### src/logic/ring_store_pkg.sv
// constants, field layouts and carriers for the listen channel ring store
// assumes one clock domain shared with the receiving protocol engine
package ring_store_pkg;

  // **********************************************
  // buffer geometry
  // **********************************************
  localparam int          BUF_COUNT  = 48;
  localparam int          RING_SIZE  = 16;
  localparam logic [5:0]  RING_BASE  = 6'(BUF_COUNT - RING_SIZE);
  localparam logic [2:0]  ASSIGN_LISTEN = 3'h1;

  // **********************************************
  // register offsets (byte addresses)
  // **********************************************
  localparam logic [7:0]  REG_CTRL      = 8'h00;
  localparam logic [7:0]  REG_STATUS    = 8'h04;
  localparam logic [7:0]  REG_LAST      = 8'h08;
  localparam logic [7:0]  REG_NEW_DATA  = 8'h0c;
  localparam logic [7:0]  REG_TRQ       = 8'h10;
  localparam logic [7:0]  REG_READY     = 8'h14;
  localparam logic [7:0]  REG_STORE_PTR = 8'h18;

  // **********************************************
  // field positions and codes
  // **********************************************
  localparam int          CTRL_MODE_LSB = 0;
  localparam int          CTRL_PS_LSB   = 4;
  localparam int          STAT_OVF_BIT  = 0;
  localparam int          STAT_BUSY_BIT = 1;
  localparam int          STAT_ACT_BIT  = 2;
  localparam logic [2:0]  OP_INIT       = 3'h0;
  localparam logic [2:0]  OP_RX_ONLY    = 3'h1;
  localparam logic [2:0]  OP_MIRROR     = 3'h2;
  localparam logic [2:0]  OP_MIRROR_TIF = 3'h3;
  localparam logic [1:0]  PS_NONE       = 2'h0;
  localparam logic [1:0]  PS_SLEEP      = 2'h1;
  localparam logic [1:0]  PS_STOP       = 2'h2;

  // **********************************************
  // reset values
  // **********************************************
  localparam logic [3:0]  RST_PTR     = 4'h0;
  localparam logic [5:0]  RST_LAST    = 6'h00;
  localparam logic [4:0]  RST_PENDING = 5'h00;

  // **********************************************
  // carriers
  // **********************************************
  typedef struct packed {
    logic [28:0] ident;
    logic        ext_ident;
    logic        remote;
    logic [3:0]  length;
    logic [63:0] data;
  } frame_t;

  typedef struct packed {
    logic       valid;
    logic [5:0] index;
    frame_t     frame;
  } store_t;

  function automatic logic [5:0] buf_num(input logic [3:0] slot);
    return RING_BASE + {2'h0, slot};
  endfunction

endpackage

### src/logic/listen_channel_ring_store.sv
// listen channel ring store: stores every valid frame into the upper
// ring of message buffers, keeps the last-stored index, drives mirroring
// assumes frames, clear and completion events come on the same clock
//
// Contract
// - store every valid frame in upper sixteen, unfiltered
// - next higher free buffer, wrap 47 to 32
// - mirror reception sets new data, no interrupt
// - engine evaluated on every transmit request clear
// - cleared request advances to next pending slot
// - mirror transmit success clears new data flag
// - no history list; last-stored index register
// - last index kept in stop, cleared entering init
// - stores never move the history get pointer
// - remote frames stored like data, remote bit set
// - extended bit written from received format
// - store only if assigned listen and ready
// - transmit-type buffers still receive frames
// - storing pointer to buffer 32 on reassign
// - data, length, identifier written as received
// - overflow bit set when slot still full
// - init exit starts at 32, sleep resumes
// - never overwrite full slot, resume when cleared
//
// Our own choices: the register addresses and the plain strobed port.
`timescale 1ns/1ps
module listen_channel_ring_store (
  // clock and reset
  input  wire logic                   i_mclk,
  input  wire logic                   i_rst_n,
  // register port
  input  wire logic [7:0]             i_addr,
  input  wire logic [31:0]            i_wdata,
  input  wire logic                   i_wr_en,
  input  wire logic                   i_rd_en,
  output logic [31:0]                 o_rdata,
  // receiving protocol engine
  input  wire logic                   i_rx_valid,
  input  wire ring_store_pkg::frame_t i_rx_frame,
  // shared buffer configuration
  input  wire logic [15:0][2:0]       i_assign,
  input  wire logic                   i_reassign,
  // diagnosis channel
  input  wire logic                   i_trq_clr,
  input  wire logic [5:0]             i_trq_clr_idx,
  input  wire logic                   i_tx_done,
  input  wire logic [5:0]             i_tx_done_idx,
  // buffer write and status
  output ring_store_pkg::store_t      o_store,
  output logic [15:0]                 o_new_data,
  output logic [15:0]                 o_trq,
  output logic                        o_rx_event
);

  // **********************************************
  // state
  // **********************************************
  logic [2:0]  mode;
  logic [1:0]  ps;
  logic [15:0] ready;
  logic [3:0]  ptr;
  logic [5:0]  last;
  logic        ovf;
  logic [2:0]  next_mode;
  logic [1:0]  next_ps;
  logic [15:0] next_ready;
  logic [15:0] next_dn;
  logic [15:0] next_trq;
  logic [3:0]  next_ptr;
  logic [5:0]  next_last;
  logic        next_ovf;
  ring_store_pkg::store_t next_store;
  logic        next_rx_event;
  logic [31:0] next_rdata;

  logic        is_init;
  logic        active;
  logic        listen_mode;
  logic        mirror_on;
  logic        store_go;
  logic        overflow_ev;
  logic        wr_ctrl;
  logic        wr_trq;
  logic        enter_init;
  logic        cur_cleared;
  logic        eval;
  logic [15:0] dn_clr;
  logic [15:0] trq_clr;
  logic [15:0] trq_set;
  logic        eng_set;
  logic [3:0]  eng_idx;
  logic [3:0]  eng_cur;
  logic        eng_busy;

  function automatic logic [15:0] one_hot(input logic [3:0] slot);
    return 16'h0001 << slot;
  endfunction

  function automatic logic in_ring(input logic [5:0] num);
    return num >= ring_store_pkg::RING_BASE;
  endfunction

  // **********************************************
  // decode
  // **********************************************
  always_comb begin
    is_init     = (mode == ring_store_pkg::OP_INIT);
    active      = !is_init && (ps == ring_store_pkg::PS_NONE);
    listen_mode = (mode == ring_store_pkg::OP_RX_ONLY)
               || (mode == ring_store_pkg::OP_MIRROR)
               || (mode == ring_store_pkg::OP_MIRROR_TIF);
    mirror_on   = active && ((mode == ring_store_pkg::OP_MIRROR)
               || (mode == ring_store_pkg::OP_MIRROR_TIF));
    // store only at the slot of the storing pointer; type field not checked
    store_go    = i_rx_valid && active && listen_mode
               && (i_assign[ptr] == ring_store_pkg::ASSIGN_LISTEN)
               && ready[ptr]
               && !o_new_data[ptr];
    overflow_ev = i_rx_valid && active && listen_mode
               && o_new_data[ptr];
    wr_ctrl     = i_wr_en && (i_addr == ring_store_pkg::REG_CTRL);
    wr_trq      = i_wr_en && (i_addr == ring_store_pkg::REG_TRQ);
    next_mode   = wr_ctrl ? i_wdata[ring_store_pkg::CTRL_MODE_LSB +: 3]
                          : mode;
    next_ps     = wr_ctrl ? i_wdata[ring_store_pkg::CTRL_PS_LSB +: 2] : ps;
    enter_init  = (next_mode == ring_store_pkg::OP_INIT) && !is_init;
    // any clear, lower buffers included, wakes the mirror engine
    eval        = i_trq_clr || (wr_trq && (i_wdata[15:0] != 16'h0000));
    cur_cleared = (i_trq_clr
                   && i_trq_clr_idx == ring_store_pkg::buf_num(eng_cur))
               || (wr_trq && i_wdata[eng_cur]);
  end

  // **********************************************
  // next values
  // **********************************************
  always_comb begin
    next_ready = ready;
    if (i_wr_en && i_addr == ring_store_pkg::REG_READY) begin
      next_ready = i_wdata[15:0];
    end

    // storing pointer and last index; neither touched by sleep or stop
    next_ptr  = ptr;
    next_last = last;
    if (enter_init || i_reassign) begin
      next_ptr = ring_store_pkg::RST_PTR;
    end else if (store_go) begin
      next_ptr = ptr + 4'h1;
    end
    if (enter_init) begin
      next_last = ring_store_pkg::RST_LAST;
    end else if (store_go) begin
      next_last = ring_store_pkg::buf_num(ptr);
    end

    // new data flags: a set in the same cycle wins over any clear
    dn_clr = 16'h0000;
    if (i_wr_en && i_addr == ring_store_pkg::REG_NEW_DATA) begin
      dn_clr = i_wdata[15:0];
    end
    if (mirror_on && i_tx_done && in_ring(i_tx_done_idx)) begin
      dn_clr = dn_clr | one_hot(i_tx_done_idx[3:0]);
    end
    next_dn = (o_new_data & ~dn_clr)
            | (store_go ? one_hot(ptr) : 16'h0000);

    // transmit requests of the ring are raised only by the engine
    trq_clr = wr_trq ? i_wdata[15:0] : 16'h0000;
    if (i_trq_clr && in_ring(i_trq_clr_idx)) begin
      trq_clr = trq_clr | one_hot(i_trq_clr_idx[3:0]);
    end
    trq_set  = (eng_set && mirror_on) ? one_hot(eng_idx) : 16'h0000;
    next_trq = (o_trq & ~trq_clr) | trq_set;

    next_ovf = ovf;
    if (i_wr_en && i_addr == ring_store_pkg::REG_STATUS
        && i_wdata[ring_store_pkg::STAT_OVF_BIT]) begin
      next_ovf = 1'b0;
    end
    if (overflow_ev) begin
      next_ovf = 1'b1;
    end

    // frame goes out as received; history get pointer has no port here
    next_store.valid = store_go;
    next_store.index = ring_store_pkg::buf_num(ptr);
    next_store.frame = i_rx_frame;
    next_rx_event    = store_go
                    && (mode == ring_store_pkg::OP_RX_ONLY);

    next_rdata = 32'h0000_0000;
    if (i_rd_en) begin
      case (i_addr)
        ring_store_pkg::REG_CTRL:
          next_rdata = {26'h0, ps, 1'b0, mode};
        ring_store_pkg::REG_STATUS:
          next_rdata = {29'h0, active, eng_busy, ovf};
        ring_store_pkg::REG_LAST:
          next_rdata = {26'h0, last};
        ring_store_pkg::REG_NEW_DATA:
          next_rdata = {16'h0, o_new_data};
        ring_store_pkg::REG_TRQ:
          next_rdata = {16'h0, o_trq};
        ring_store_pkg::REG_READY:
          next_rdata = {16'h0, ready};
        ring_store_pkg::REG_STORE_PTR:
          next_rdata = {26'h0, ring_store_pkg::buf_num(ptr)};
        default:
          next_rdata = 32'h0000_0000;
      endcase
    end
  end

  // **********************************************
  // registers
  // **********************************************
  always_ff @(posedge i_mclk or negedge i_rst_n) begin
    if (!i_rst_n) begin
      mode       <= ring_store_pkg::OP_INIT;
      ps         <= ring_store_pkg::PS_NONE;
      ready      <= 16'h0000;
      ptr        <= ring_store_pkg::RST_PTR;
      last       <= ring_store_pkg::RST_LAST;
      ovf        <= 1'b0;
      o_new_data <= 16'h0000;
      o_trq      <= 16'h0000;
      o_store    <= '0;
      o_rx_event <= 1'b0;
      o_rdata    <= 32'h0000_0000;
    end else begin
      mode       <= next_mode;
      ps         <= next_ps;
      ready      <= next_ready;
      ptr        <= next_ptr;
      last       <= next_last;
      ovf        <= next_ovf;
      o_new_data <= next_dn;
      o_trq      <= next_trq;
      o_store    <= next_store;
      o_rx_event <= next_rx_event;
      o_rdata    <= next_rdata;
    end
  end

  // **********************************************
  // mirror engine
  // **********************************************
  mirror_engine u_mirror (
    .i_mclk        (i_mclk),
    .i_rst_n       (i_rst_n),
    .i_enable      (mirror_on),
    .i_stored      (store_go && mirror_on),
    .i_stored_idx  (ptr),
    .i_eval        (eval),
    .i_cur_cleared (cur_cleared),
    .o_set_trq     (eng_set),
    .o_set_idx     (eng_idx),
    .o_cur         (eng_cur),
    .o_busy        (eng_busy)
  );

  // **********************************************
  // checks
  // **********************************************
  property p_ring_slot;
    @(posedge i_mclk) disable iff (!i_rst_n)
    o_store.valid |-> (o_store.index == {2'h2, $past(ptr)});
  endproperty
  a_ring_slot: assert property (p_ring_slot)
    else $error("frame stored outside the ring order");

  property p_full_slot;
    @(posedge i_mclk) disable iff (!i_rst_n)
    (i_rx_valid && active && listen_mode && o_new_data[ptr])
    |=> (!o_store.valid && ovf);
  endproperty
  a_full_slot: assert property (p_full_slot)
    else $error("full slot written or overflow not flagged");

  property p_last_follows;
    @(posedge i_mclk) disable iff (!i_rst_n)
    o_store.valid |-> (last == o_store.index
                       && o_new_data[o_store.index[3:0]]);
  endproperty
  a_last_follows: assert property (p_last_follows)
    else $error("last index or new data flag not updated");

  property p_as_received;
    @(posedge i_mclk) disable iff (!i_rst_n)
    o_store.valid |-> (o_store.frame == $past(i_rx_frame));
  endproperty
  a_as_received: assert property (p_as_received)
    else $error("stored frame differs from received frame");

  property p_init_clear;
    @(posedge i_mclk) disable iff (!i_rst_n)
    $rose(is_init) |-> (last == ring_store_pkg::RST_LAST
                        && ptr == ring_store_pkg::RST_PTR);
  endproperty
  a_init_clear: assert property (p_init_clear)
    else $error("pointers not cleared on init entry");

  property p_no_mirror_irq;
    @(posedge i_mclk) disable iff (!i_rst_n)
    o_rx_event |-> ($past(mode) == ring_store_pkg::OP_RX_ONLY);
  endproperty
  a_no_mirror_irq: assert property (p_no_mirror_irq)
    else $error("receive event outside receive-only mode");

  property p_auto_clear;
    @(posedge i_mclk) disable iff (!i_rst_n)
    (mirror_on && i_tx_done && in_ring(i_tx_done_idx)
     && !(store_go && ptr == i_tx_done_idx[3:0]))
    |=> !o_new_data[$past(i_tx_done_idx[3:0])];
  endproperty
  a_auto_clear: assert property (p_auto_clear)
    else $error("new data flag not cleared after mirror transmit");

  property p_reassign;
    @(posedge i_mclk) disable iff (!i_rst_n)
    i_reassign |=> (ptr == ring_store_pkg::RST_PTR);
  endproperty
  a_reassign: assert property (p_reassign)
    else $error("storing pointer not reset on reassignment");

  property p_unassigned;
    @(posedge i_mclk) disable iff (!i_rst_n)
    (i_assign[ptr] != ring_store_pkg::ASSIGN_LISTEN || !ready[ptr])
    |=> !o_store.valid;
  endproperty
  a_unassigned: assert property (p_unassigned)
    else $error("frame stored into unassigned or unready buffer");

endmodule // listen_channel_ring_store

### src/logic/mirror_engine.sv
// mirror engine: hands stored ring slots one at a time to the diagnosis
// channel by raising one transmit request flag at a time
// assumes request clears are reported to it by the enclosing store block
`timescale 1ns/1ps
module mirror_engine (
  // clock and reset
  input  wire logic       i_mclk,
  input  wire logic       i_rst_n,
  // control
  input  wire logic       i_enable,
  input  wire logic       i_stored,
  input  wire logic [3:0] i_stored_idx,
  input  wire logic       i_eval,
  input  wire logic       i_cur_cleared,
  // results
  output logic            o_set_trq,
  output logic [3:0]      o_set_idx,
  output logic [3:0]      o_cur,
  output logic            o_busy
);

  typedef enum logic {ST_IDLE, ST_BUSY} eng_state_t;

  eng_state_t state;
  eng_state_t next_state;
  logic [4:0] pending;
  logic [4:0] next_pending;
  logic [3:0] next_cur;
  logic       next_set_trq;
  logic [3:0] next_set_idx;

  // **********************************************
  // next state
  // **********************************************
  always_comb begin
    next_state   = state;
    next_pending = pending + {4'h0, i_stored};
    next_cur     = o_cur;
    next_set_trq = 1'b0;
    next_set_idx = o_set_idx;
    if (!i_enable) begin
      next_state   = ST_IDLE;
      next_pending = ring_store_pkg::RST_PENDING;
    end else begin
      case (state)
        ST_IDLE: begin
          if (i_stored) begin
            next_state   = ST_BUSY;
            next_cur     = i_stored_idx;
            next_set_trq = 1'b1;
            next_set_idx = i_stored_idx;
          end
        end
        ST_BUSY: begin
          if (i_eval && i_cur_cleared) begin
            next_pending = next_pending - 5'h01;
            if (next_pending != 5'h00) begin
              next_cur     = o_cur + 4'h1;
              next_set_trq = 1'b1;
              next_set_idx = o_cur + 4'h1;
            end else begin
              next_state = ST_IDLE;
            end
          end
        end
        default: next_state = ST_IDLE;
      endcase
    end
  end

  always_ff @(posedge i_mclk or negedge i_rst_n) begin
    if (!i_rst_n) begin
      state     <= ST_IDLE;
      pending   <= ring_store_pkg::RST_PENDING;
      o_cur     <= ring_store_pkg::RST_PTR;
      o_set_trq <= 1'b0;
      o_set_idx <= ring_store_pkg::RST_PTR;
      o_busy    <= 1'b0;
    end else begin
      state     <= next_state;
      pending   <= next_pending;
      o_cur     <= next_cur;
      o_set_trq <= next_set_trq;
      o_set_idx <= next_set_idx;
      o_busy    <= (next_state == ST_BUSY);
    end
  end

  // **********************************************
  // checks
  // **********************************************
  property p_next_slot;
    @(posedge i_mclk) disable iff (!i_rst_n)
    (i_enable && state == ST_BUSY && i_eval && i_cur_cleared && pending > 5'h01)
    |=> (o_set_trq && o_set_idx == $past(o_cur) + 4'h1);
  endproperty
  a_next_slot: assert property (p_next_slot)
    else $error("mirror engine did not advance to next slot");

  property p_eval_only;
    @(posedge i_mclk) disable iff (!i_rst_n)
    (state == ST_BUSY && !i_eval) |=> !o_set_trq;
  endproperty
  a_eval_only: assert property (p_eval_only)
    else $error("request raised without a clear event");

  property p_drained;
    @(posedge i_mclk) disable iff (!i_rst_n)
    (i_enable && state == ST_BUSY && i_eval && i_cur_cleared
     && pending == 5'h01 && !i_stored) |=> (!o_busy && !o_set_trq);
  endproperty
  a_drained: assert property (p_drained)
    else $error("engine kept running with nothing pending");

endmodule // mirror_engine

### config.mk
export PLATFORM = sky130hd
export DESIGN_NAME = listen_channel_ring_store
export DESIGN_NICKNAME = d
export VERILOG_FILES = /design/src/logic/ring_store_pkg.sv /design/src/logic/listen_channel_ring_store.sv /design/src/logic/mirror_engine.sv
export SDC_FILE = /design/constraint.sdc
export NUM_CORES = 1
export LEC_CHECK = 0
export ABC_AREA = 1
export BUFFER_PORTS_ARGS = -buffer_cell sky130_fd_sc_hd__buf_2
export CAP_MARGIN = 20
export CORE_AREA = 5 5 144 146
export CTS_CLUSTER_DIAMETER = 120
export DETAILED_ROUTE_END_ITERATION = 10
export DIE_AREA = 0 0 149 151
export PLACE_DENSITY_LB_ADDON = 0.08
export SYNTH_ARGS = -nofsm -noshare
export SYNTH_HDL_FRONTEND = slang
export SYNTH_SLANG_ARGS = --single-unit
### constraint.sdc
create_clock -name i_mclk -period 3.43 [get_ports i_mclk]
set_input_delay 0.686 -clock i_mclk [delete_from_list [all_inputs] [get_ports i_mclk]]
set_output_delay 0.686 -clock i_mclk [all_outputs]
set_load 0.05 [all_outputs]
# ---- Word level (Yosys, flattened, before mapping)
# Cells that the tools add are included.
dict set report word_totals {
  output_inout_bits 171
  in_bits 207
  register_bits 214
}
dict set report op_classes {
  bitwise 9
  mux 38
  magnitude_cmp 4
  add_sub_neg 6
  n_eq_ne 14
  n_reduce_logical 43
  shifts 4
}
# cell n
set ops {}
lappend ops {{16-bit 2-to-1 mux} 7}
lappend ops {{16-bit one-hot mux with 7 select lines} 1}
lappend ops {{16-bit bitwise OR} 4}
lappend ops {{1-bit by 4-bit left shift with 16-bit output, first input constant} 4}
lappend ops {{16-bit bitwise AND} 2}
lappend ops {{16-bit NOT} 2}
lappend ops {{1-bit logical AND} 25}
lappend ops {{8-bit by 5-bit == test with 1-bit output, second input constant} 3}
lappend ops {{4-bit 2-to-1 mux} 5}
lappend ops {{8-bit by 4-bit == test with 1-bit output, second input constant} 2}
lappend ops {{16-bit nonzero test} 1}
lappend ops {{5-bit 2-to-1 mux} 3}
lappend ops {{6-bit by 4-bit adder with 6-bit output, first input constant} 2}
lappend ops {{1-bit binary-select mux with 4-bit select} 3}
lappend ops {{3-bit binary-select mux with 4-bit select} 1}
lappend ops {{6-bit greater-or-equal comparator, second input constant} 2}
lappend ops {{6-bit 2-to-1 mux} 2}
lappend ops {{1-bit 2-to-1 mux} 11}
lappend ops {{4-bit by 1-bit adder with 4-bit output, second input constant} 2}
lappend ops {{8-bit by 3-bit == test with 1-bit output, second input constant} 1}
lappend ops {{8-bit logical NOT} 1}
lappend ops {{4-bit one-hot mux with 2 select lines} 1}
lappend ops {{3-bit by 1-bit == test with 1-bit output, second input constant} 2}
lappend ops {{3-bit by 2-bit == test with 1-bit output, second input constant} 2}
lappend ops {{other kinds (17)} 29}

# ---- Logic depth before layout (Yosys ltp)
dict set report logic_depth {
  depth_word 16
  depth_mapped 24
  depth_no_buf 23
}

# ---- Hierarchy
# A second synthesis with hierarchy kept.
dict set report hier_totals {
  hier_cells 930
  hier_area_um2 8543.2
}
# module area_each_um2 n_inst seq_area_each_um2 cells_per_inst
set by_module_without_submodules {}
lappend by_module_without_submodules {listen_channel_ring_store 7771.2 1 4629.4 823}
lappend by_module_without_submodules {mirror_engine 772.0 1 275.3 107}

# ---- Least setup slack after synthesis
# Ideal clock, no wire load.
dict set report synth_timing {
  path_type {reg2reg}
  from {reg o_new_data[6]}
  to {reg u_mirror.o_set_idx[1]}
  synth_period_minus_slack_ns 3.201
  required_time_ns 3.313
  stages_incl_launch_ff 24
  slack_ns 0.229
  setup_ns 0.117
  arrival_ns 3.084
  path_cell_list {dfrtp_1 -> inv_1 -> o21ai_0 -> nand2_1 -> nand3_1 -> nand3_1 -> nand2_1 -> nor2_4 -> nand3_4 -> buf_6 -> nor2_1 -> ha_1 -> ha_1 -> inv_1 -> ha_1 -> or2_2 -> nand3_1 -> nor2_1 -> nand2_1 -> nand2_1 -> nand2_2 -> nand3_4 -> nand2_1 -> nand2_1}
}
dict set report synth_between {
  elab_chain_len 10
  word_cells_on_any_way 11
}
# element line
set synth_rtl {}
lappend synth_rtl {{from (decl)} listen_channel_ring_store.sv:50} ;# output logic [15:0] o_new_data,
lappend synth_rtl {{from (signal assigned)} listen_channel_ring_store.sv:238} ;# o_new_data <= next_dn;
lappend synth_rtl {{1-bit binary-select mux with 4-bit select *} listen_channel_ring_store.sv:118} ;# && !o_new_data[ptr];
lappend synth_rtl {{1-bit 2-to-1 mux (implied by the code) *} listen_channel_ring_store.sv:118}
lappend synth_rtl {{1-bit logical NOT *} listen_channel_ring_store.sv:118}
lappend synth_rtl {{1-bit logical AND *} listen_channel_ring_store.sv:118}
lappend synth_rtl {{1-bit logical AND *} listen_channel_ring_store.sv:253} ;# .i_stored (store_go && mirror_on),
lappend synth_rtl {{5-bit by 1-bit adder with 5-bit output} mirror_engine.sv:37} ;# next_pending = pending + {4'h0, i_stored};
lappend synth_rtl {{5-bit by 1-bit subtractor with 5-bit output} mirror_engine.sv:56} ;# next_pending = next_pending - 5'h01;
lappend synth_rtl {{5-bit nonzero test} mirror_engine.sv:57} ;# if (next_pending != 5'h00) begin
lappend synth_rtl {{2-bit != test (no source line)} --}
lappend synth_rtl {{4-bit AND reduction (no source line) *} --}
lappend synth_rtl {{to (signal assigned)} mirror_engine.sv:77} ;# o_set_idx <= ring_store_pkg::RST_PTR;
lappend synth_rtl {{to (signal assigned)} mirror_engine.sv:84} ;# o_set_idx <= next_set_idx;
lappend synth_rtl {{to (decl)} mirror_engine.sv:17} ;# output logic [3:0] o_set_idx,
# Every way passes the cells marked *; elsewhere a longest branch is shown, timed or not. The select of a mux whose other input is x is not followed.
# A chain may end at the register's enable or synchronous reset.

# ---- Worst setup path after layout
dict set report layout_timing {
  from {reg ptr[0]}
  to {reg u_mirror.o_set_idx[1]}
}
dict set report layout_between {
  elab_chain_len 12
  word_cells_on_any_way 18
}
# element line
set layout_rtl {}
lappend layout_rtl {{from (decl)} listen_channel_ring_store.sv:61} ;# logic [3:0] ptr;
lappend layout_rtl {{from (signal assigned)} listen_channel_ring_store.sv:223} ;# ptr <= ring_store_pkg::RST_PTR;
lappend layout_rtl {{from (signal assigned)} listen_channel_ring_store.sv:235} ;# ptr <= next_ptr;
lappend layout_rtl {{3-bit binary-select mux with 4-bit select} listen_channel_ring_store.sv:116} ;# && (i_assign[ptr] == ring_store_pkg::ASSIGN_LISTEN)
lappend layout_rtl {{3-bit 2-to-1 mux (implied by the code)} listen_channel_ring_store.sv:116}
lappend layout_rtl {{3-bit by 1-bit == test with 1-bit output} listen_channel_ring_store.sv:116}
lappend layout_rtl {{1-bit logical AND} listen_channel_ring_store.sv:116}
lappend layout_rtl {{1-bit logical AND} listen_channel_ring_store.sv:117} ;# && ready[ptr]
lappend layout_rtl {{1-bit logical AND *} listen_channel_ring_store.sv:118}
lappend layout_rtl {{1-bit logical AND *} listen_channel_ring_store.sv:253}
lappend layout_rtl {{5-bit by 1-bit adder with 5-bit output} mirror_engine.sv:37}
lappend layout_rtl {{5-bit by 1-bit subtractor with 5-bit output} mirror_engine.sv:56}
lappend layout_rtl {{5-bit nonzero test} mirror_engine.sv:57}
lappend layout_rtl {{2-bit != test (no source line)} --}
lappend layout_rtl {{4-bit AND reduction (no source line) *} --}
# Marked as above.

==> impl_results.md <==
- Hold Buf Count CTS: 0
- Starting density of the core: 43.6%
- CP arrival: 3.54 ns
- Endpoints failing setup: 0
- Detailed Route Iter0 Violations: 554
- Die height: 151 um
- Ys async rst share: 100%
- # port buffers: 343
- Status: finished, final reports clean
- Top-Level Pins: 378
- Post-synth EDFFs: 0
- Post-layout util: 57.8%
- Pwr Total: 5.37 mW
- Global-route wire length before repair: 42400 um
- Syn-to-layout area delta: 32.7%
- DRT antenna net count: 0
- Filler instances: 1806
- # nets final: 1481
- CTS Buffer Depth: 2
- VDD IR max: 0.370 mV
- Startpoint types: flop
- Switching Fraction: 32.8%
- Pleak: 5.81 nW
- Max Cap Viol: 0
- Drt wl/cell: 18.8 um
- Detailed-route wire length: 28800 um
- Clock power frac: 37.4%
- # rows: 51
- Dpl hpwl: 22400 um
- CP Class: reg2reg
- Combinational group share of total power: 15.9%
- Pwr per Cell Area: 482 mW/mm2
- P_int: 3.61 mW
- Flop pwr share: 46.6%
- CTS sink count: 196
- Vias per inst: 5.00
- Initial antenna violation count: 1
- Cells after synthesis: 896
- Worst-Margin Slew: 0.853 ns
- Vias in the first global route: 7242
- GRT Util Overall: 24.8%
- Worst R2R Path Depth: 22
- H-tree levels: 4
- Area of the core: 0.0193 mm2
- Clk pin slew, worst setup/hold paths: 0.08 ns
- Worst R2R Setup Slack: 0.21 ns
- CTS buffer count: 17
- Share of cells above drive strength 1: 34.5%
- Clk root buf: clkbuf_16
- Post-Layout Cell Count: 1536
- Crit. End Element: flop
- Final Cycle Share: 93.8%
- Sw power: 1.76 mW
- Global route overflow: 0
- Hold Vio Cnt, Final: 0
- Largest net degree at the start of global routing: 79
- CTS tree: done
- Min Tclk post-route: 3.22 ns
- Post-synthesis instance area: 0.00840 mm2
- Worst slew margin: 42.6%
- Worst r2r dst: u_mirror.o_set_idx[1]
- Syn avg cell area: 9.37 um2
- Synth Flop Type: dfrtp_1
- Critical path required time: 3.75 ns
- Die W: 149 um
- RePlAce Congestion: 0.938
- Vias: 7677
- Max Fanout on Critical Path: 12
- Clk_skew: 0.0130 ns
- Clk Latency, worst-skew pair: 0.44 ns
- Seq/Total Area, Yosys: 58.4%
- Critical register-to-register path startpoint: ptr[0]
- Antenna cell count: 0
- Fmax achieved: 311 MHz
- DRC Markers: 0
- Slew Limit Fails: 0
- Syn. warnings: 0
- Placed Instances: 1499
- Hold/Removal Path Class: in2async
- Yosys cell types: 44
- DIE AREA: 0.0225 mm2
- Flops & latches, synth: 196
- First drt pass iteration count: 6
power by group through the flow:
stage               logic [mW]  clock network [mW]  registers, mW
floorplan                0.157                   0           2.90
global placement         0.858                   0           2.55
detailed placement       0.865                   0           2.55
CTS                      0.867                2.04           2.50
global route             0.906                2.16           2.52
finish                   0.857                2.01           2.51
registers in the layout, summed over array words and instances, names as in the netlist:
name,cells
o_trq,16
u_mirror.pending,5
last,5
ready,16
u_mirror.o_busy,1
u_mirror.o_set_trq,1
o_store,105
o_rdata,16
ovf,1
o_rx_event,1
mode,3
ptr,4
u_mirror.o_set_idx,4
o_new_data,16
ps,2
cell usage after synthesis (3+ instances only):
library cell	count	area, um2
nand2_1	207	777
dfrtp_1	196	4900
inv_1	88	330
nand3_1	84	420
o21ai_0	67	335
nor2_1	64	240
o221ai_1	18	158
buf_4	17	128
ha_1	16	200
a21oi_1	14	70.1
nand4_1	14	87.6
buf_2	11	55.1
o21ai_1	11	55.1
o22ai_1	10	62.6
o211ai_1	9	67.6
clkbuf_1	8	30.0
inv_2	8	30.0
xor2_1	7	61.3
nand2_2	5	31.3
buf_6	4	45.0
clkinv_1	3	11.3
nor2_2	3	18.8
nor2_4	3	33.8
worst max-delay path, stage by stage (launching register included):
cell and delay, ns:
dfrtp_2 0.44, buf_12 0.16, or2_0 0.22, nand3_1 0.07, nand3_1 0.09, nand3_2 0.11
nand2_2 0.08, nor2_4 0.16, nand3_4 0.13, nor2_4 0.10, ha_2 0.22, ha_4 0.14
inv_1 0.06, ha_2 0.19, or2_2 0.30, nand3_1 0.07, nor2_1 0.05, nand2_1 0.07
nand2_1 0.09, nand2_4 0.10, nand3_4 0.10, nand2_1 0.09, nand2_1 0.05
metrics by stage:
stage | instance area [um2] | hold slack (ns) | TNS, ns | setup slack (ns)
after floorplan | 8460 | 0.349 | 0 | 0.229
after global placement | 10400 | 0.472 | 0 | 0.0924
after detailed placement | 10400 | 0.471 | 0 | 0.0235
after CTS | 11000 | 0.295 | 0 | 0.0623
after global routing | 11100 | 0.321 | -0.0909 | -0.0278
final | 11100 | 0.273 | 0 | 0.213
repair_timing:
item / CTS / global route
buffers inserted: 0 / 4
resized for setup: 0 / 14
endpoints found under the setup margin: 0 / 5
routing by layer:
layer | GRT usage (%) | up-vias | share of wire [%]
li1 | - | 3632 | -
met1 | 32.4 | 3630 | 40
met2 | 42.3 | 366 | 50
met3 | 5.06 | 47 | 8.0
met4 | 7.14 | 2 | 2.0
met5 | 0 | - | 0.069
cell families (layout without fill, tap and decap cells):
logic type               count (synthesis)  in the layout  synth area share, %
XOR/XNOR                                 9              9                0.939
AO/OA/AOI/OAI                          138            138                 9.79
adder cells (fa/ha/maj)                 16             16                 2.38
buffers and inverters                  143            502                 7.73
AND/OR/NAND/NOR                        392            392                 20.6
other                                    2             18               0.0895
flip-flops                             196            196                 58.4
layout by cell type, fill, tap and decap left out, types with 3 or more instances in the layout:
| cell | count |
|---|---|
| nand2_4 | 3 |
| nor2_4 | 4 |
| nand2_2 | 6 |
| a21oi_1 | 14 |
| ha_1 | 13 |
| o22ai_1 | 10 |
| nand3_1 | 83 |
| xor2_1 | 7 |
| conb_1 | 18 |
| nand2_1 | 205 |
| clkinv_1 | 3 |
| o211ai_1 | 9 |
| buf_2 | 342 |
| nor2_1 | 63 |
| clkbuf_16 | 18 |
| o21ai_0 | 66 |
| inv_6 | 4 |
| buf_4 | 21 |
| o221ai_1 | 18 |
| dfrtp_1 | 194 |
| clkinv_8 | 7 |
| inv_2 | 8 |
| inv_1 | 88 |
| nand4_1 | 14 |
| nor2_2 | 3 |
| o21ai_1 | 12 |
how the worst max path moves through the flow:
stage,start,to,slack (ns),cells after the start
after detailed placement,i_assign[28],u_mirror.o_set_idx[0],0.02,21
after CTS,ptr[1],u_mirror.o_set_idx[1],0.06,23
final,ptr[0],u_mirror.o_set_idx[1],0.21,22
after global routing,ptr[0],u_mirror.o_set_idx[1],-0.03,23
after global placement,i_assign[28],u_mirror.o_set_idx[0],0.09,21
after floorplan,o_new_data[6],u_mirror.o_set_idx[1],0.23,23
final cells by class:
class / instances / area, um2 / area share, %
sequential: 196 / 4910 / 44.0
multi-input combinational: 573 / 2940 / 26.4
timing repair buffer: 369 / 1970 / 17.7
clock buffer: 17 / 425 / 3.82
inverter: 101 / 383 / 3.44
tap: 265 / 332 / 2.98
clock inverter: 15 / 183 / 1.64
Note: power is estimated with default switching activity, not from simulation.
